`src/rtc_pin_pkg.sv`:
```
// Package with constants and carrier types for the RTC pin interface logic.
// Functional notes
// Sample the protocol strap: low selects 3-wire, high selects SPI.
// Host holds chip enable high throughout every read or write transfer.
// Serial clock edges alone time data in and out, both modes.
// 3-wire joins data in and out into one line; SPI keeps them separate.
// In 3-wire mode drive data only for read data; release otherwise.
// First interrupt answers alarm A only, or either alarm, by configuration.
// Interrupt stays low while its flag and enable are both set.
// Second interrupt, in interrupt use, is asserted only by alarm B.
// Second interrupt may instead emit the timekeeping square wave.
// Both interrupts are open-drain, active low, never driven high.
// Power-fail output is low whenever main supply is below threshold.
// Below the power-fail threshold all serial register access is blocked.
package rtc_pin_pkg;

  localparam logic STRAP_3WIRE = 1'h0;
  localparam logic STRAP_SPI   = 1'h1;

  localparam logic [2:0] BIT_LAST = 3'h7;
  localparam logic [2:0] BIT_ZERO = 3'h0;

  // Bit in the command byte that marks a read when clear.
  localparam int unsigned RW_BIT = 7;

  typedef enum logic [1:0] {
    ST_IDLE = 2'h0,
    ST_CMD  = 2'h1,
    ST_DATA = 2'h3
  } serial_state_type;

  typedef struct packed {
    logic chipEnable;
    logic serialClock;
    logic dataIn;
  } link_in_type;

  typedef struct packed {
    logic alarmFlagA;
    logic alarmFlagB;
    logic alarmEnableA;
    logic alarmEnableB;
    logic combineAlarms;
    logic squareWaveSel;
    logic squareWave;
    logic supplyLow;
  } status_in_type;

endpackage

```
`src/sync2.sv`:
```
// Two-stage synchroniser for a bundle of asynchronous level inputs.
`timescale 1ns/1ps
module sync2 #(
  parameter int unsigned WIDTH = 1
) (
  input  wire logic             core_clk,
  input  wire logic             srst,
  input  wire logic [WIDTH-1:0] asyncIn,
  output logic      [WIDTH-1:0] syncOut
);

  logic [WIDTH-1:0] stage1_ff;
  logic [WIDTH-1:0] stage2_ff;

  // The first stage feeds only the second one, so metastability cannot spread.
  always_ff @(posedge core_clk) begin
    if (srst) begin
      stage1_ff <= '0;
      stage2_ff <= '0;
    end else begin
      stage1_ff <= asyncIn;
      stage2_ff <= stage1_ff;
    end
  end

  assign syncOut = stage2_ff;

endmodule

```
`src/rtc_pin_interface_logic.sv`:
```
// Pin-level serial link, interrupt and power-fail logic of the real-time clock.
`timescale 1ns/1ps
module rtc_pin_interface_logic (
  input  wire logic                        core_clk,
  input  wire logic                        srst,
  input  wire logic                        serial_protocol_strap,
  input  wire rtc_pin_pkg::link_in_type    linkIn,
  input  wire rtc_pin_pkg::status_in_type  statusIn,
  input  wire logic [7:0]                  readByte,
  output logic                             spiMode,
  output logic                             dataOut,
  output logic                             dataOutEn_n,
  output logic                             alarm_irq_a_n,
  output logic                             alarm_irq_a_oe_n,
  output logic                             alarm_irq_b_n,
  output logic                             alarm_irq_b_oe_n,
  output logic                             power_fail_n,
  output logic                             accessBlocked,
  output logic [7:0]                       rxByte,
  output logic                             rxValid,
  output logic                             txTake
);

  // One strap bit, the three link pins and the eight status levels all pass the synchroniser.
  localparam int unsigned SYNC_W = 1 + $bits(rtc_pin_pkg::link_in_type) + $bits(rtc_pin_pkg::status_in_type);

  typedef struct packed {
    logic [1:0]                    settle;
    logic                          strapTaken;
    logic                          spiSel;
    logic                          sclkPrev;
    rtc_pin_pkg::serial_state_type state;
    logic [2:0]                    bitCnt;
    logic [7:0]                    shiftIn;
    logic [7:0]                    shiftOut;
    logic                          readXfer;
    logic                          doutBit;
    logic                          doutEn_n;
    logic                          irqA_oe_n;
    logic                          irqB_oe_n;
    logic                          pf_n;
    logic                          blocked;
    logic [7:0]                    rxData;
    logic                          rxPulse;
    logic                          takePulse;
  } state_type;

  logic [SYNC_W-1:0] rawIn;
  logic [SYNC_W-1:0] syncIn;
  state_type         cur_ff;
  state_type         nxt_cur;
  logic              ce;
  logic              sclk;
  logic              din;
  logic              strap;
  logic              flagA;
  logic              flagB;
  logic              enA;
  logic              enB;
  logic              combine;
  logic              sqSel;
  logic              sqWave;
  logic              supplyLow;
  logic              sclkRise;
  logic              sclkFall;
  logic              irqACause;
  logic              irqBCause;

  assign rawIn = {serial_protocol_strap, linkIn, statusIn};

  sync2 #(
    .WIDTH (SYNC_W)
  ) u_sync (
    .core_clk (core_clk),
    .srst     (srst),
    .asyncIn  (rawIn),
    .syncOut  (syncIn)
  );

  assign {strap, ce, sclk, din, flagA, flagB, enA, enB, combine, sqSel, sqWave, supplyLow} = syncIn;

  // Serial clock edges are found by sampling, so the core clock must run well above the link clock.
  assign sclkRise = sclk & ~cur_ff.sclkPrev;
  assign sclkFall = ~sclk & cur_ff.sclkPrev;

  // Alarm A alone, or both alarms merged, drive the first interrupt.
  assign irqACause = (flagA & enA) | (combine & flagB & enB);
  assign irqBCause = flagB & enB;

  always_comb begin
    nxt_cur           = cur_ff;
    nxt_cur.sclkPrev  = sclk;
    nxt_cur.rxPulse   = 1'h0;
    nxt_cur.takePulse = 1'h0;
    // The synchroniser is cleared by reset, so the strap is caught only once both stages hold it again.
    // Later changes of the strap are ignored until the next reset.
    nxt_cur.settle = {cur_ff.settle[0], 1'h1};
    if (cur_ff.settle[1] && !cur_ff.strapTaken) begin
      nxt_cur.strapTaken = 1'h1;
      nxt_cur.spiSel     = (strap == rtc_pin_pkg::STRAP_SPI);
    end
    nxt_cur.pf_n      = ~supplyLow;
    nxt_cur.blocked   = supplyLow;
    nxt_cur.irqA_oe_n = ~irqACause;
    if (sqSel) begin
      nxt_cur.irqB_oe_n = sqWave;
    end else begin
      nxt_cur.irqB_oe_n = ~irqBCause;
    end
    if (!ce || supplyLow) begin
      // Losing chip enable ends the frame; a supply drop aborts it.
      nxt_cur.state    = rtc_pin_pkg::ST_IDLE;
      nxt_cur.bitCnt   = rtc_pin_pkg::BIT_ZERO;
      nxt_cur.readXfer = 1'h0;
      nxt_cur.doutEn_n = 1'h1;
    end else begin
      if (cur_ff.state == rtc_pin_pkg::ST_IDLE) begin
        nxt_cur.state = rtc_pin_pkg::ST_CMD;
      end
      if (sclkRise) begin
        nxt_cur.shiftIn = {cur_ff.shiftIn[6:0], din};
        nxt_cur.bitCnt  = cur_ff.bitCnt + 3'h1;
        if (cur_ff.bitCnt == rtc_pin_pkg::BIT_LAST) begin
          nxt_cur.rxData  = {cur_ff.shiftIn[6:0], din};
          nxt_cur.rxPulse = 1'h1;
          if (cur_ff.state != rtc_pin_pkg::ST_DATA) begin
            nxt_cur.state    = rtc_pin_pkg::ST_DATA;
            nxt_cur.readXfer = ~cur_ff.shiftIn[rtc_pin_pkg::RW_BIT - 1];
          end
          if (nxt_cur.readXfer) begin
            nxt_cur.shiftOut  = readByte;
            nxt_cur.takePulse = 1'h1;
          end
        end
      end
      if (sclkFall && cur_ff.readXfer) begin
        nxt_cur.doutBit  = cur_ff.shiftOut[7];
        nxt_cur.shiftOut = {cur_ff.shiftOut[6:0], 1'h0};
      end
      // SPI owns a separate output; 3-wire shares the line and drives it only for read data.
      nxt_cur.doutEn_n = ~(cur_ff.readXfer && cur_ff.state == rtc_pin_pkg::ST_DATA);
    end
  end

  always_ff @(posedge core_clk) begin
    if (srst) begin
      cur_ff <= '{settle: 2'h0, strapTaken: 1'h0, spiSel: 1'h0, sclkPrev: 1'h0, state: rtc_pin_pkg::ST_IDLE,
                  bitCnt: 3'h0, shiftIn: 8'h00, shiftOut: 8'h00, readXfer: 1'h0,
                  doutBit: 1'h0, doutEn_n: 1'h1, irqA_oe_n: 1'h1, irqB_oe_n: 1'h1,
                  pf_n: 1'h1, blocked: 1'h0, rxData: 8'h00, rxPulse: 1'h0, takePulse: 1'h0};
    end else begin
      cur_ff <= nxt_cur;
    end
  end

  assign spiMode          = cur_ff.spiSel;
  assign dataOut          = cur_ff.doutBit;
  assign dataOutEn_n      = cur_ff.doutEn_n;
  assign alarm_irq_a_n    = 1'h0;
  assign alarm_irq_a_oe_n = cur_ff.irqA_oe_n;
  assign alarm_irq_b_n    = 1'h0;
  assign alarm_irq_b_oe_n = cur_ff.irqB_oe_n;
  assign power_fail_n     = cur_ff.pf_n;
  assign accessBlocked    = cur_ff.blocked;
  assign rxByte           = cur_ff.rxData;
  assign rxValid          = cur_ff.rxPulse;
  assign txTake           = cur_ff.takePulse;

  property p_strap_sampled;
    @(posedge core_clk) disable iff (srst)
    $rose(cur_ff.strapTaken) |-> spiMode == ($past(strap) == rtc_pin_pkg::STRAP_SPI);
  endproperty
  a_strap_sampled: assert property (p_strap_sampled) else $error("Strap not captured.");

  property p_release_on_ce_low;
    @(posedge core_clk) disable iff (srst)
    !ce |=> dataOutEn_n;
  endproperty
  a_release_on_ce_low: assert property (p_release_on_ce_low) else $error("Data driven without chip enable.");

  property p_drive_only_read;
    @(posedge core_clk) disable iff (srst)
    !dataOutEn_n |-> $past(cur_ff.readXfer);
  endproperty
  a_drive_only_read: assert property (p_drive_only_read) else $error("Data driven outside a read.");

  property p_irq_a_follows;
    @(posedge core_clk) disable iff (srst)
    alarm_irq_a_oe_n == !$past(irqACause);
  endproperty
  a_irq_a_follows: assert property (p_irq_a_follows) else $error("First interrupt mismatch.");

  property p_irq_a_combine;
    @(posedge core_clk) disable iff (srst)
    (!combine && !(flagA && enA)) ##1 !combine |-> alarm_irq_a_oe_n;
  endproperty
  a_irq_a_combine: assert property (p_irq_a_combine) else $error("Second alarm leaked onto first.");

  property p_irq_b_only_b;
    @(posedge core_clk) disable iff (srst)
    (!sqSel && !(flagB && enB)) |=> alarm_irq_b_oe_n;
  endproperty
  a_irq_b_only_b: assert property (p_irq_b_only_b) else $error("Second interrupt without alarm B.");

  property p_square_wave;
    @(posedge core_clk) disable iff (srst)
    sqSel |=> alarm_irq_b_oe_n == $past(sqWave);
  endproperty
  a_square_wave: assert property (p_square_wave) else $error("Square wave not passed.");

  property p_open_drain;
    @(posedge core_clk) disable iff (srst)
    !alarm_irq_a_n && !alarm_irq_b_n;
  endproperty
  a_open_drain: assert property (p_open_drain) else $error("Interrupt driven high.");

  property p_power_fail;
    @(posedge core_clk) disable iff (srst)
    supplyLow |=> !power_fail_n ##0 accessBlocked;
  endproperty
  a_power_fail: assert property (p_power_fail) else $error("Power-fail not flagged.");

  property p_block_access;
    @(posedge core_clk) disable iff (srst)
    supplyLow |=> !rxValid && dataOutEn_n;
  endproperty
  a_block_access: assert property (p_block_access) else $error("Access during power fail.");

  c_byte_rx: cover property (@(posedge core_clk) disable iff (srst) rxValid);
  c_read_drive: cover property (@(posedge core_clk) disable iff (srst) !dataOutEn_n);
  c_irq_both: cover property (@(posedge core_clk) disable iff (srst) !alarm_irq_a_oe_n && !alarm_irq_b_oe_n);
  c_pf: cover property (@(posedge core_clk) disable iff (srst) !power_fail_n);

endmodule

```
`config.mk`:
```
export PLATFORM = sky130hd
export DESIGN_NAME = rtc_pin_interface_logic
export DESIGN_NICKNAME = d
export VERILOG_FILES = /design/src/rtc_pin_pkg.sv /design/src/sync2.sv /design/src/rtc_pin_interface_logic.sv
export SDC_FILE = /design/constraint.sdc
export NUM_CORES = 1
export LEC_CHECK = 0
export BUFFER_PORTS_ARGS = -buffer_cell sky130_fd_sc_hd__buf_4
export CAP_MARGIN = 30
export CORE_MARGIN = 5
export CORE_UTILIZATION = 40
export DETAILED_ROUTE_END_ITERATION = 8
export GPL_ROUTABILITY_DRIVEN = 0
export PLACE_DENSITY = 0.7
export SYNTH_ARGS = -nofsm -noshare
export SYNTH_HDL_FRONTEND = slang
export SYNTH_HIERARCHICAL = 1
export SYNTH_SLANG_ARGS = --single-unit
```
`constraint.sdc`:
```
create_clock -name core_clk -period 1.9 [get_ports core_clk]
set_input_delay 0.095 -clock core_clk [delete_from_list [all_inputs] [get_ports core_clk]]
set_output_delay 0.095 -clock core_clk [all_outputs]
set_load 0.1 [all_outputs]
```
# Word-level counts from Yosys, hierarchy flattened
# Index checks and enable logic that the tools add are counted.
[classes]
add_sub_neg = 1
eq_ne = 3
mux = 24
n_bitwise = 17
n_reduce_logical = 18
[op_table]
columns = ["operator", "n"]
rows = [
  ["$mux W42", 1],
  ["$mux W10", 3],
  ["$mux W22", 1],
  ["$mux W16", 1],
  ["$mux W8", 2],
  ["$mux W1", 10],
  ["$not A1 Y1", 10],
  ["$mux W9", 1],
  ["$mux W2", 4],
  ["$and A1 B1 Y1", 6],
  ["$reduce_and A2 Y1", 3],
  ["$reduce_bool A2 Y1", 3],
  ["$mux W5", 1],
  ["$reduce_and A4 Y1", 1],
  ["$reduce_or A4 Y1", 1],
  ["$add A3 B1 Y3 const B", 1],
  ["$eq A3 B3 Y1 const B", 1],
  ["$logic_and A1 B1 Y1", 3],
  ["$reduce_and A3 Y1", 1],
  ["$reduce_or A3 Y1", 1],
  ["$eq A2 B2 Y1 const B", 1],
  ["$logic_not A1 Y1", 2],
  ["$logic_not A2 Y1", 1],
  ["$ne A2 B2 Y1 const B", 1],
  ["3 further kinds", 3],
]
[word_totals]
ff_bits = 67
input_bits = 22
out_inout_bits = 19
wordCells = 84

# Longest topological paths before layout
# Gate-level depths: netlist (run 1).
[depth]
ltp_word = 11
ltp_mapped = 6
mapped_depth_nobuf = 5

# Hierarchy
# Netlist (run 1), hierarchy kept.
[modules_own_cells]
columns = ["mod", "instances", "cells_each", "area_per_inst_um2", "seq_area_each_um2"]
rows = [
  ["rtc_pin_interface_logic", 1, 186, 1720.4, 840.8],
  ["sync2", 1, 50, 693.2, 480.5],
]

# Least setup slack after synthesis (run 1)
# OpenSTA, ideal clock, no wires.
[synth_timing]
path_type = "reg2reg"
start = "register cur_ff[33] (netlist bit)"
end = "register cur_ff[20] (netlist bit)"
setup_time_ns = 0.116
t_arrival_ns = 1.424
required_time_ns = 1.784
path_slack_ns = 0.361
stages_incl_launch_ff = 7
n_path_buf = 1
synth_period_minus_slack_ns = 1.539
path_cell_list = "dfxtp_1 -> ha_1 -> ha_1 -> o2111ai_4 -> and2_4 -> buf_6 -> a31o_1"
[synth_between]
elab_chain_len = 3
[synth_rtl]
columns = ["item", "line", "rtl"]
rows = [
  ["start, declared", "rtc_pin_interface_logic.sv:50", "state_type cur_ff;"],
  ["start signal, assigned", "rtc_pin_interface_logic.sv:147", "cur_ff <= '{settle: 2'h0, strapTaken: 1'h0, spiSel: 1'h0, sclkPrev: 1'h0, state: rtc_pin_pkg::ST_IDLE,"],
  ["start signal, assigned", "rtc_pin_interface_logic.sv:152", "cur_ff <= nxt_cur;"],
  ["$eq A3 B3 Y1", "rtc_pin_interface_logic.sv:123", "if (cur_ff.bitCnt == rtc_pin_pkg::BIT_LAST) begin"],
  ["$reduce_bool A2 Y1 (no line)", "n/a", ""],
  ["$reduce_and A4 Y1 (no line)", "n/a", ""],
]
# Every way passes these cells.
# A chain may end at the register's enable or synchronous reset.

# Worst setup path after layout (run 1)
[layout_timing]
start = "register cur_ff[33] (netlist bit)"
end = "register cur_ff[24] (netlist bit)"
# Same word-level chain as after synthesis.

==> impl_metrics.json, run 1 <==
{
  "outcome": "finished clean",
  "final_common_cell": "dfxtp_1",
  "startpoint_type": "flip-flop",
  "first_iter_violations": 137,
  "required_ps": 2090,
  "pin_count": 41,
  "ys_seq_area_frac": 0.5474,
  "r2r_cells": 5,
  "htreeDepth": 3,
  "post_cts_resized": 0,
  "drive_gt1_frac": 0.2912,
  "wl_per_cell_um": 11.83,
  "maxCapViolations": 0,
  "antenna_found_initial": 0,
  "dieArea_um2": 7688,
  "nets": 307,
  "n_antenna_cell": 0,
  "die_w_um": 87.68,
  "grt_max_degree": 52,
  "syn_inst": 236,
  "synth_area_per_cell_um2": 10.23,
  "critical_path.startpoint": "cur_ff[33]",
  "p_leak_uw": 0.001173,
  "hold_class": "input pin to flip-flop",
  "yosys.cell_types.count": 38,
  "final-hold-violation-count": 0,
  "power_uw": 2706,
  "grt_usage": 0.1207,
  "slew_violations": 0,
  "cts_setup_buffers": 0,
  "post-route-period-util": 0.8391,
  "synth_edf_count": 0,
  "stdcell_count": 360,
  "root_buffer": "clkbuf_8",
  "firstDrtPassIters": 5,
  "skew_ps": 3.700,
  "clk_pin_slew_ps": 60,
  "endpoint_kind": "flip-flop",
  "via_per_inst": 4.706,
  "syn_area_um2": 2414,
  "max_freq_ghz": 0.6273,
  "cts.sink_count": 66,
  "slew_headroom": 0.5863,
  "cts_tree": "built",
  "core_area_um2": 5886,
  "rsz0062_at_grt": "false",
  "cts_buffers": 9,
  "dpl.cell_count": 334,
  "irDropWorstVdd_mv": 0.5013,
  "final_cell_mix": "dfxtp_1 (66), buf_4 (44), nand2_1 (34)",
  "period_needed_ps": 1594,
  "grt_pass1_wl_mm": 7.058,
  "totalWireLength_mm": 4.259,
  "ys_seq_elements": 66,
  "crit_type": "flip-flop to flip-flop",
  "r2r_end": "cur_ff[24]",
  "finalSetupTns_ps": 0,
  "crit_arrival_ps": 1780,
  "worst_slew_pin_slew_ps": 620.5,
  "num_rows": 28,
  "ant_nets": 0,
  "reg2reg_from": "cur_ff[33]",
  "power.density_nw_per_um2": 902.9,
  "clock_latency_ps": 330,
  "rrSetupSlack_ps": 310,
  "area_delta_synth_final_pct": 24.16,
  "grt_pass1_vias": 1579,
  "utilization": 0.5091,
  "hpwl_mm": 2.795,
  "die_h_um": 87.68,
  "async_flop_share": 0,
  "final_area_um2": 2997,
  "drc": 0,
  "cts_buffer_depth": 2,
  "vias": 1694,
  "numPortBuffers": 38,
  "setup_viol": 0,
  "start_util": 0.4101,
  "critPathCapture": "cur_ff[24]",
  "grt_overflow_total": 0,
  "yosysWarnings": 6,
  "place_area_um2": 2685,
  "crit_fanout": 7,
  "ys.flop_type": "dfxtp_1"
}
[stage by stage]
step           hold slack (ps)  worst slack [ps]
2_1_floorplan            220.2             360.9
3_3_place_gp             303.9             372.3
3_5_place_dp             307.7             313.0
4_1_cts                  32.13             293.9
5_1_grt                  56.09             174.1
6_report                 52.66             305.7
[worst max-delay path, cell delays in order (launching register included)]
cell and delay [ps]:
dfxtp_1 320, ha_1 210, ha_1 190, and2_1 220
a222oi_1 430, a211oi_2 80
[worst min-delay path by stage]
stage | startpoint | endpoint | slack [ps] | cells past startpoint
6_report | readByte[0] | cur_ff[17] | 50 | 3
5_1_grt | readByte[0] | cur_ff[17] | 60 | 3
4_1_cts | readByte[0] | cur_ff[17] | 30 | 3
3_5_place_dp | serial_protocol_strap | u_sync/stage1_ff[11] | 310 | 2
3_3_place_gp | serial_protocol_strap | u_sync/stage1_ff[11] | 300 | 2
2_1_floorplan | serial_protocol_strap | u_sync/stage1_ff[11] | 220 | 1
[repair_timing]
item | CTS | global route
setup endpoints to repair | 0 | 0
endpoints found under the hold margin | 12 | 0
hold buffers | 12 | 0
[cells in the mapped netlist (2+ instances only)]
master    count  area share
clkbuf_1      5      0.0078
nand2_1      34       0.053
nor2b_2      14       0.051
buf_4        11       0.034
mux2i_1       4       0.017
ha_1          3       0.016
nand3_1      10       0.021
a211oi_2      6       0.031
and2b_1       4       0.012
nor2_1        8       0.012
dfxtp_1      66        0.55
buf_6         4       0.019
buf_2         2      0.0041
a222oi_1      6       0.025
a21oi_1      18       0.037
nor2b_1      11       0.029
inv_1         9       0.014
[power by group]
group | total (µW) | leakage (µW) | switching [µW] | internal, µW
clock network | 1130 | 0.000101 | 467 | 658
logic | 156 | 0.000534 | 82.8 | 73.3
registers | 1420 | 0.000538 | 9.41 | 1410
[logic make-up after synthesis]
| group | after synthesis | synth area share |
|---|---|---|
| mux | 4 | 0.01659 |
| fa+ha+maj | 3 | 0.01555 |
| flops | 66 | 0.5474 |
| buf+inv | 32 | 0.08035 |
| simple gates | 90 | 0.2053 |
| xor+xnor | 1 | 0.003629 |
| other cells | 1 | 0.001554 |
| compound gates | 39 | 0.1296 |
[layer usage]
layer  wire length [µm]  up-vias  GRT usage
met5                  0        -          0
met3                288        6    0.04986
li1                   -      868          -
met1               1865      777     0.1431
met4                 45        0    0.06276
met2               2059       43     0.1870
[registers in the layout, indices dropped and copies added, names as in the netlist]
signal,cells
alarm_irq_b_oe_n,1
accessBlocked,1
u_sync/stage1_ff,12
txTake,1
dataOut,1
u_sync/syncOut,12
spiMode,1
rxByte,8
alarm_irq_a_oe_n,1
power_fail_n,1
dataOutEn_n,1
rxValid,1
cur_ff,25
[cell type report]
class                   count  area, µm²
flip-flops and latches     66       1321
repair buffers             56      450.4
inverters                  10      37.54
multi-input cells         139      902.1
clock inverters             3      40.04
clock buffers              11      151.4
well taps                  75      93.84
fillers                   559       2889
Power figures use the tool's default switching activity.
==> run 2: changes to the inputs <==
- ABC_AREA: unset -> 1
- PLACE_DENSITY: 0.7 -> 0.72
- clock period: 1.9 -> 1.45 ns (I/O delays scaled with it)
==> impl_metrics.json, run 2 <==
{
  "grt_max_degree": 33,
  "setup_viol": 0,
  "grt_usage": 0.1252,
  "clk_pin_slew_ps": 70,
  "wl_per_cell_um": 10.54,
  "path_cells": "ha_4, ha_4, nand3_4, nor2_8, buf_12, o21ai_0, a21oi_1",
  "synthTopCellsByCount": "dfxtp_1 (66), inv_1 (51), nor2_1 (43)",
  "cp_slowest_cell": "dfxtp_2",
  "first_iter_violations": 111,
  "final_cell_mix": "dfxtp_1 (63), inv_1 (51), buf_4 (45)",
  "required_ps": 1720,
  "via_per_inst": 4.408,
  "outcome": "finished clean",
  "numPortBuffers": 38,
  "dieArea_um2": 7934,
  "totalWireLength_mm": 4.521,
  "grt_util_met2": 0.1997,
  "hold_class": "input pin to flip-flop",
  "syn_inst": 299,
  "crit_type": "flip-flop to flip-flop",
  "yosys.cell_types.count": 25,
  "maxCapViolations": 0,
  "path_buf_inv": 1,
  "ys_seq_area_frac": 0.5283,
  "final-hold-violation-count": 0,
  "die_w_um": 89.08,
  "ys_seq_elements": 66,
  "yosysWarnings": 6,
  "max_freq_ghz": 0.7327,
  "synth_area_per_cell_um2": 8.365,
  "synth_top_area_cell": "dfxtp_1",
  "irDropWorstVdd_mv": 0.6771,
  "critPathMaxStageDelay_ps": 350,
  "crit_family": "flip-flops",
  "drc": 0,
  "synth_edf_count": 0,
  "ys.flop_type": "dfxtp_1",
  "area_delta_synth_final_pct": 27.86,
  "crit_fanout": 8,
  "cp_common_cell": "ha_4",
  "hpwl_mm": 2.930,
  "cts.sink_count": 66,
  "grt_pass1_vias": 1707,
  "pin_count": 41,
  "endpoint_kind": "flip-flop",
  "cts_tree": "built",
  "clock_latency_ps": 340,
  "netlist.area_leader.share": 0.5283,
  "utilization": 0.5338,
  "syn_area_um2": 2501,
  "fin_ws_ps": 85.22,
  "slew_violations": 0,
  "cts_buffers": 9,
  "drive_gt1_frac": 0.2260,
  "grt_use_met1": 0.1368,
  "num_rows": 28,
  "period_needed_ps": 1365,
  "post-route-period-util": 0.9412,
  "core_area_um2": 5991,
  "nets": 375,
  "regMostFlops": "cur_ff",
  "die_h_um": 89.08,
  "use_met3": 0.06544,
  "final_common_cell": "dfxtp_1",
  "pre_cts_ws_ps": -16.90,
  "vias": 1891,
  "n_antenna_cell": 0,
  "cts_buffer_depth": 2,
  "p_leak_uw": 0.001544,
  "synth_area_leaders": "dfxtp_1 (53%), inv_1 (7.7%), nor2_1 (6.5%), a21oi_1 (5.8%), nand2_1 (5.0%)",
  "grt_pass1_wl_mm": 7.334,
  "skew_ps": 8.324,
  "async_flop_share": 0,
  "ant_nets": 0,
  "grt.busiest_layer": "met2",
  "grt_overflow_total": 0,
  "htreeDepth": 3,
  "startpoint_type": "flip-flop",
  "yosysMostFrequentCell": "dfxtp_1",
  "firstDrtPassIters": 4,
  "start_util": 0.4175,
  "power.density_nw_per_um2": 1153,
  "crit_arrival_ps": 1630,
  "num-fill-cells": 536,
  "antenna_found_initial": 0,
  "root_buffer": "clkbuf_8",
  "largest_register_ffs": 25
}
==> run 2: cell count changes in the layout (fill, tap and decap cells not counted), moves of 4 or more <==
cell	delta
inv_1	+42
nor2_1	+35
nor2b_2	-14
o21ai_0	+13
nor2b_1	-11
a21oi_1	+10
nand3_1	+7
a211oi_2	-6
a222oi_1	-6
and2b_1	-4
mux2i_1	-4
==> run 2: path summary, 6_finish.rpt <==
check / start / end / slack (ps) / cells after the start
max: cur_ff[34] / rxByte[3] / 90 / 7
max reg2reg: cur_ff[34] / rxByte[3] / 90 / 7
min: readByte[1] / cur_ff[18] / 80 / 5
min reg2reg: u_sync/stage1_ff[9] / u_sync/syncOut[9] / 390 / 2
==> run 2: stage by stage <==
step / instances / instance area [µm²] / total power, µW / hold WS (ps) / setup TNS (ps)
2_1_floorplan: 300 / 2505 / 2034 / 143.7 / 0
3_3_place_gp: 398 / 2776 / 2092 / 272.9 / 0
3_5_place_dp: 398 / 2776 / 2094 / 278.1 / -27.49
4_1_cts: 426 / 3107 / 3716 / 72.97 / -2.911
5_1_grt: 429 / 3198 / 3847 / 80.49 / -15.38
6_report: 429 / 3198 / 3688 / 84.95 / 0
==> run 2: what timing repair did <==
action,CTS,global route
hold buffers,12,0
gates resized for setup,1,8
endpoints found under the setup margin,6,17
setup buffers,1,2
pin swaps,0,3
endpoints found under the hold margin,12,0
cloned,0,1
==> run 2: logic make-up after synthesis <==
logic type                 after synthesis  share of synthesized area
AOI/OAI and AO/OA                       48                    0.09955
adders and majority gates                3                    0.01501
and+or+nand+nor                        107                     0.2081
DFF                                     66                     0.5283
other                                    1                   0.001499
buffers and inverters                   73                     0.1441
xor gates and xnor gates                 1                   0.003502
==> run 2: worst register-to-register path, delay by kind of cell (launching register included) <==
family	cells	cell delay (ps)
flops	1	350
fa+ha+maj	2	290
simple gates	2	290
compound gates	2	220
buf+inv	1	140
==> run 2: report_power, final <==
part / internal [µW] / total [µW] / switching (µW) / leakage (µW)
sequential: 1860 / 1870 / 15.6 / 0.000540
clock: 958 / 1610 / 649 / 0.000100
combinational: 87.8 / 209 / 121 / 0.000904
total: 2900 / 3690 / 785 / 0.00154
==> run 2: final cells by class <==
cell class                 instances  area, µm²  area share
sequential                        66       1325      0.4143
multi-input combinational        161      860.8      0.2692
timing repair buffer              60      523.0      0.1635
tap                               75      93.84     0.02934
inverter                          52      195.2     0.06103
clock buffer                      12      135.1     0.04225
clock inverter                     3      65.06     0.02034
==> run 2: metal layers <==
layer  part of all wire  vias to the layer above
met5                  0                        -
met4              0.018                        0
met3              0.070                        7
met2               0.46                       37
met1               0.45                      841
li1                   -                     1006
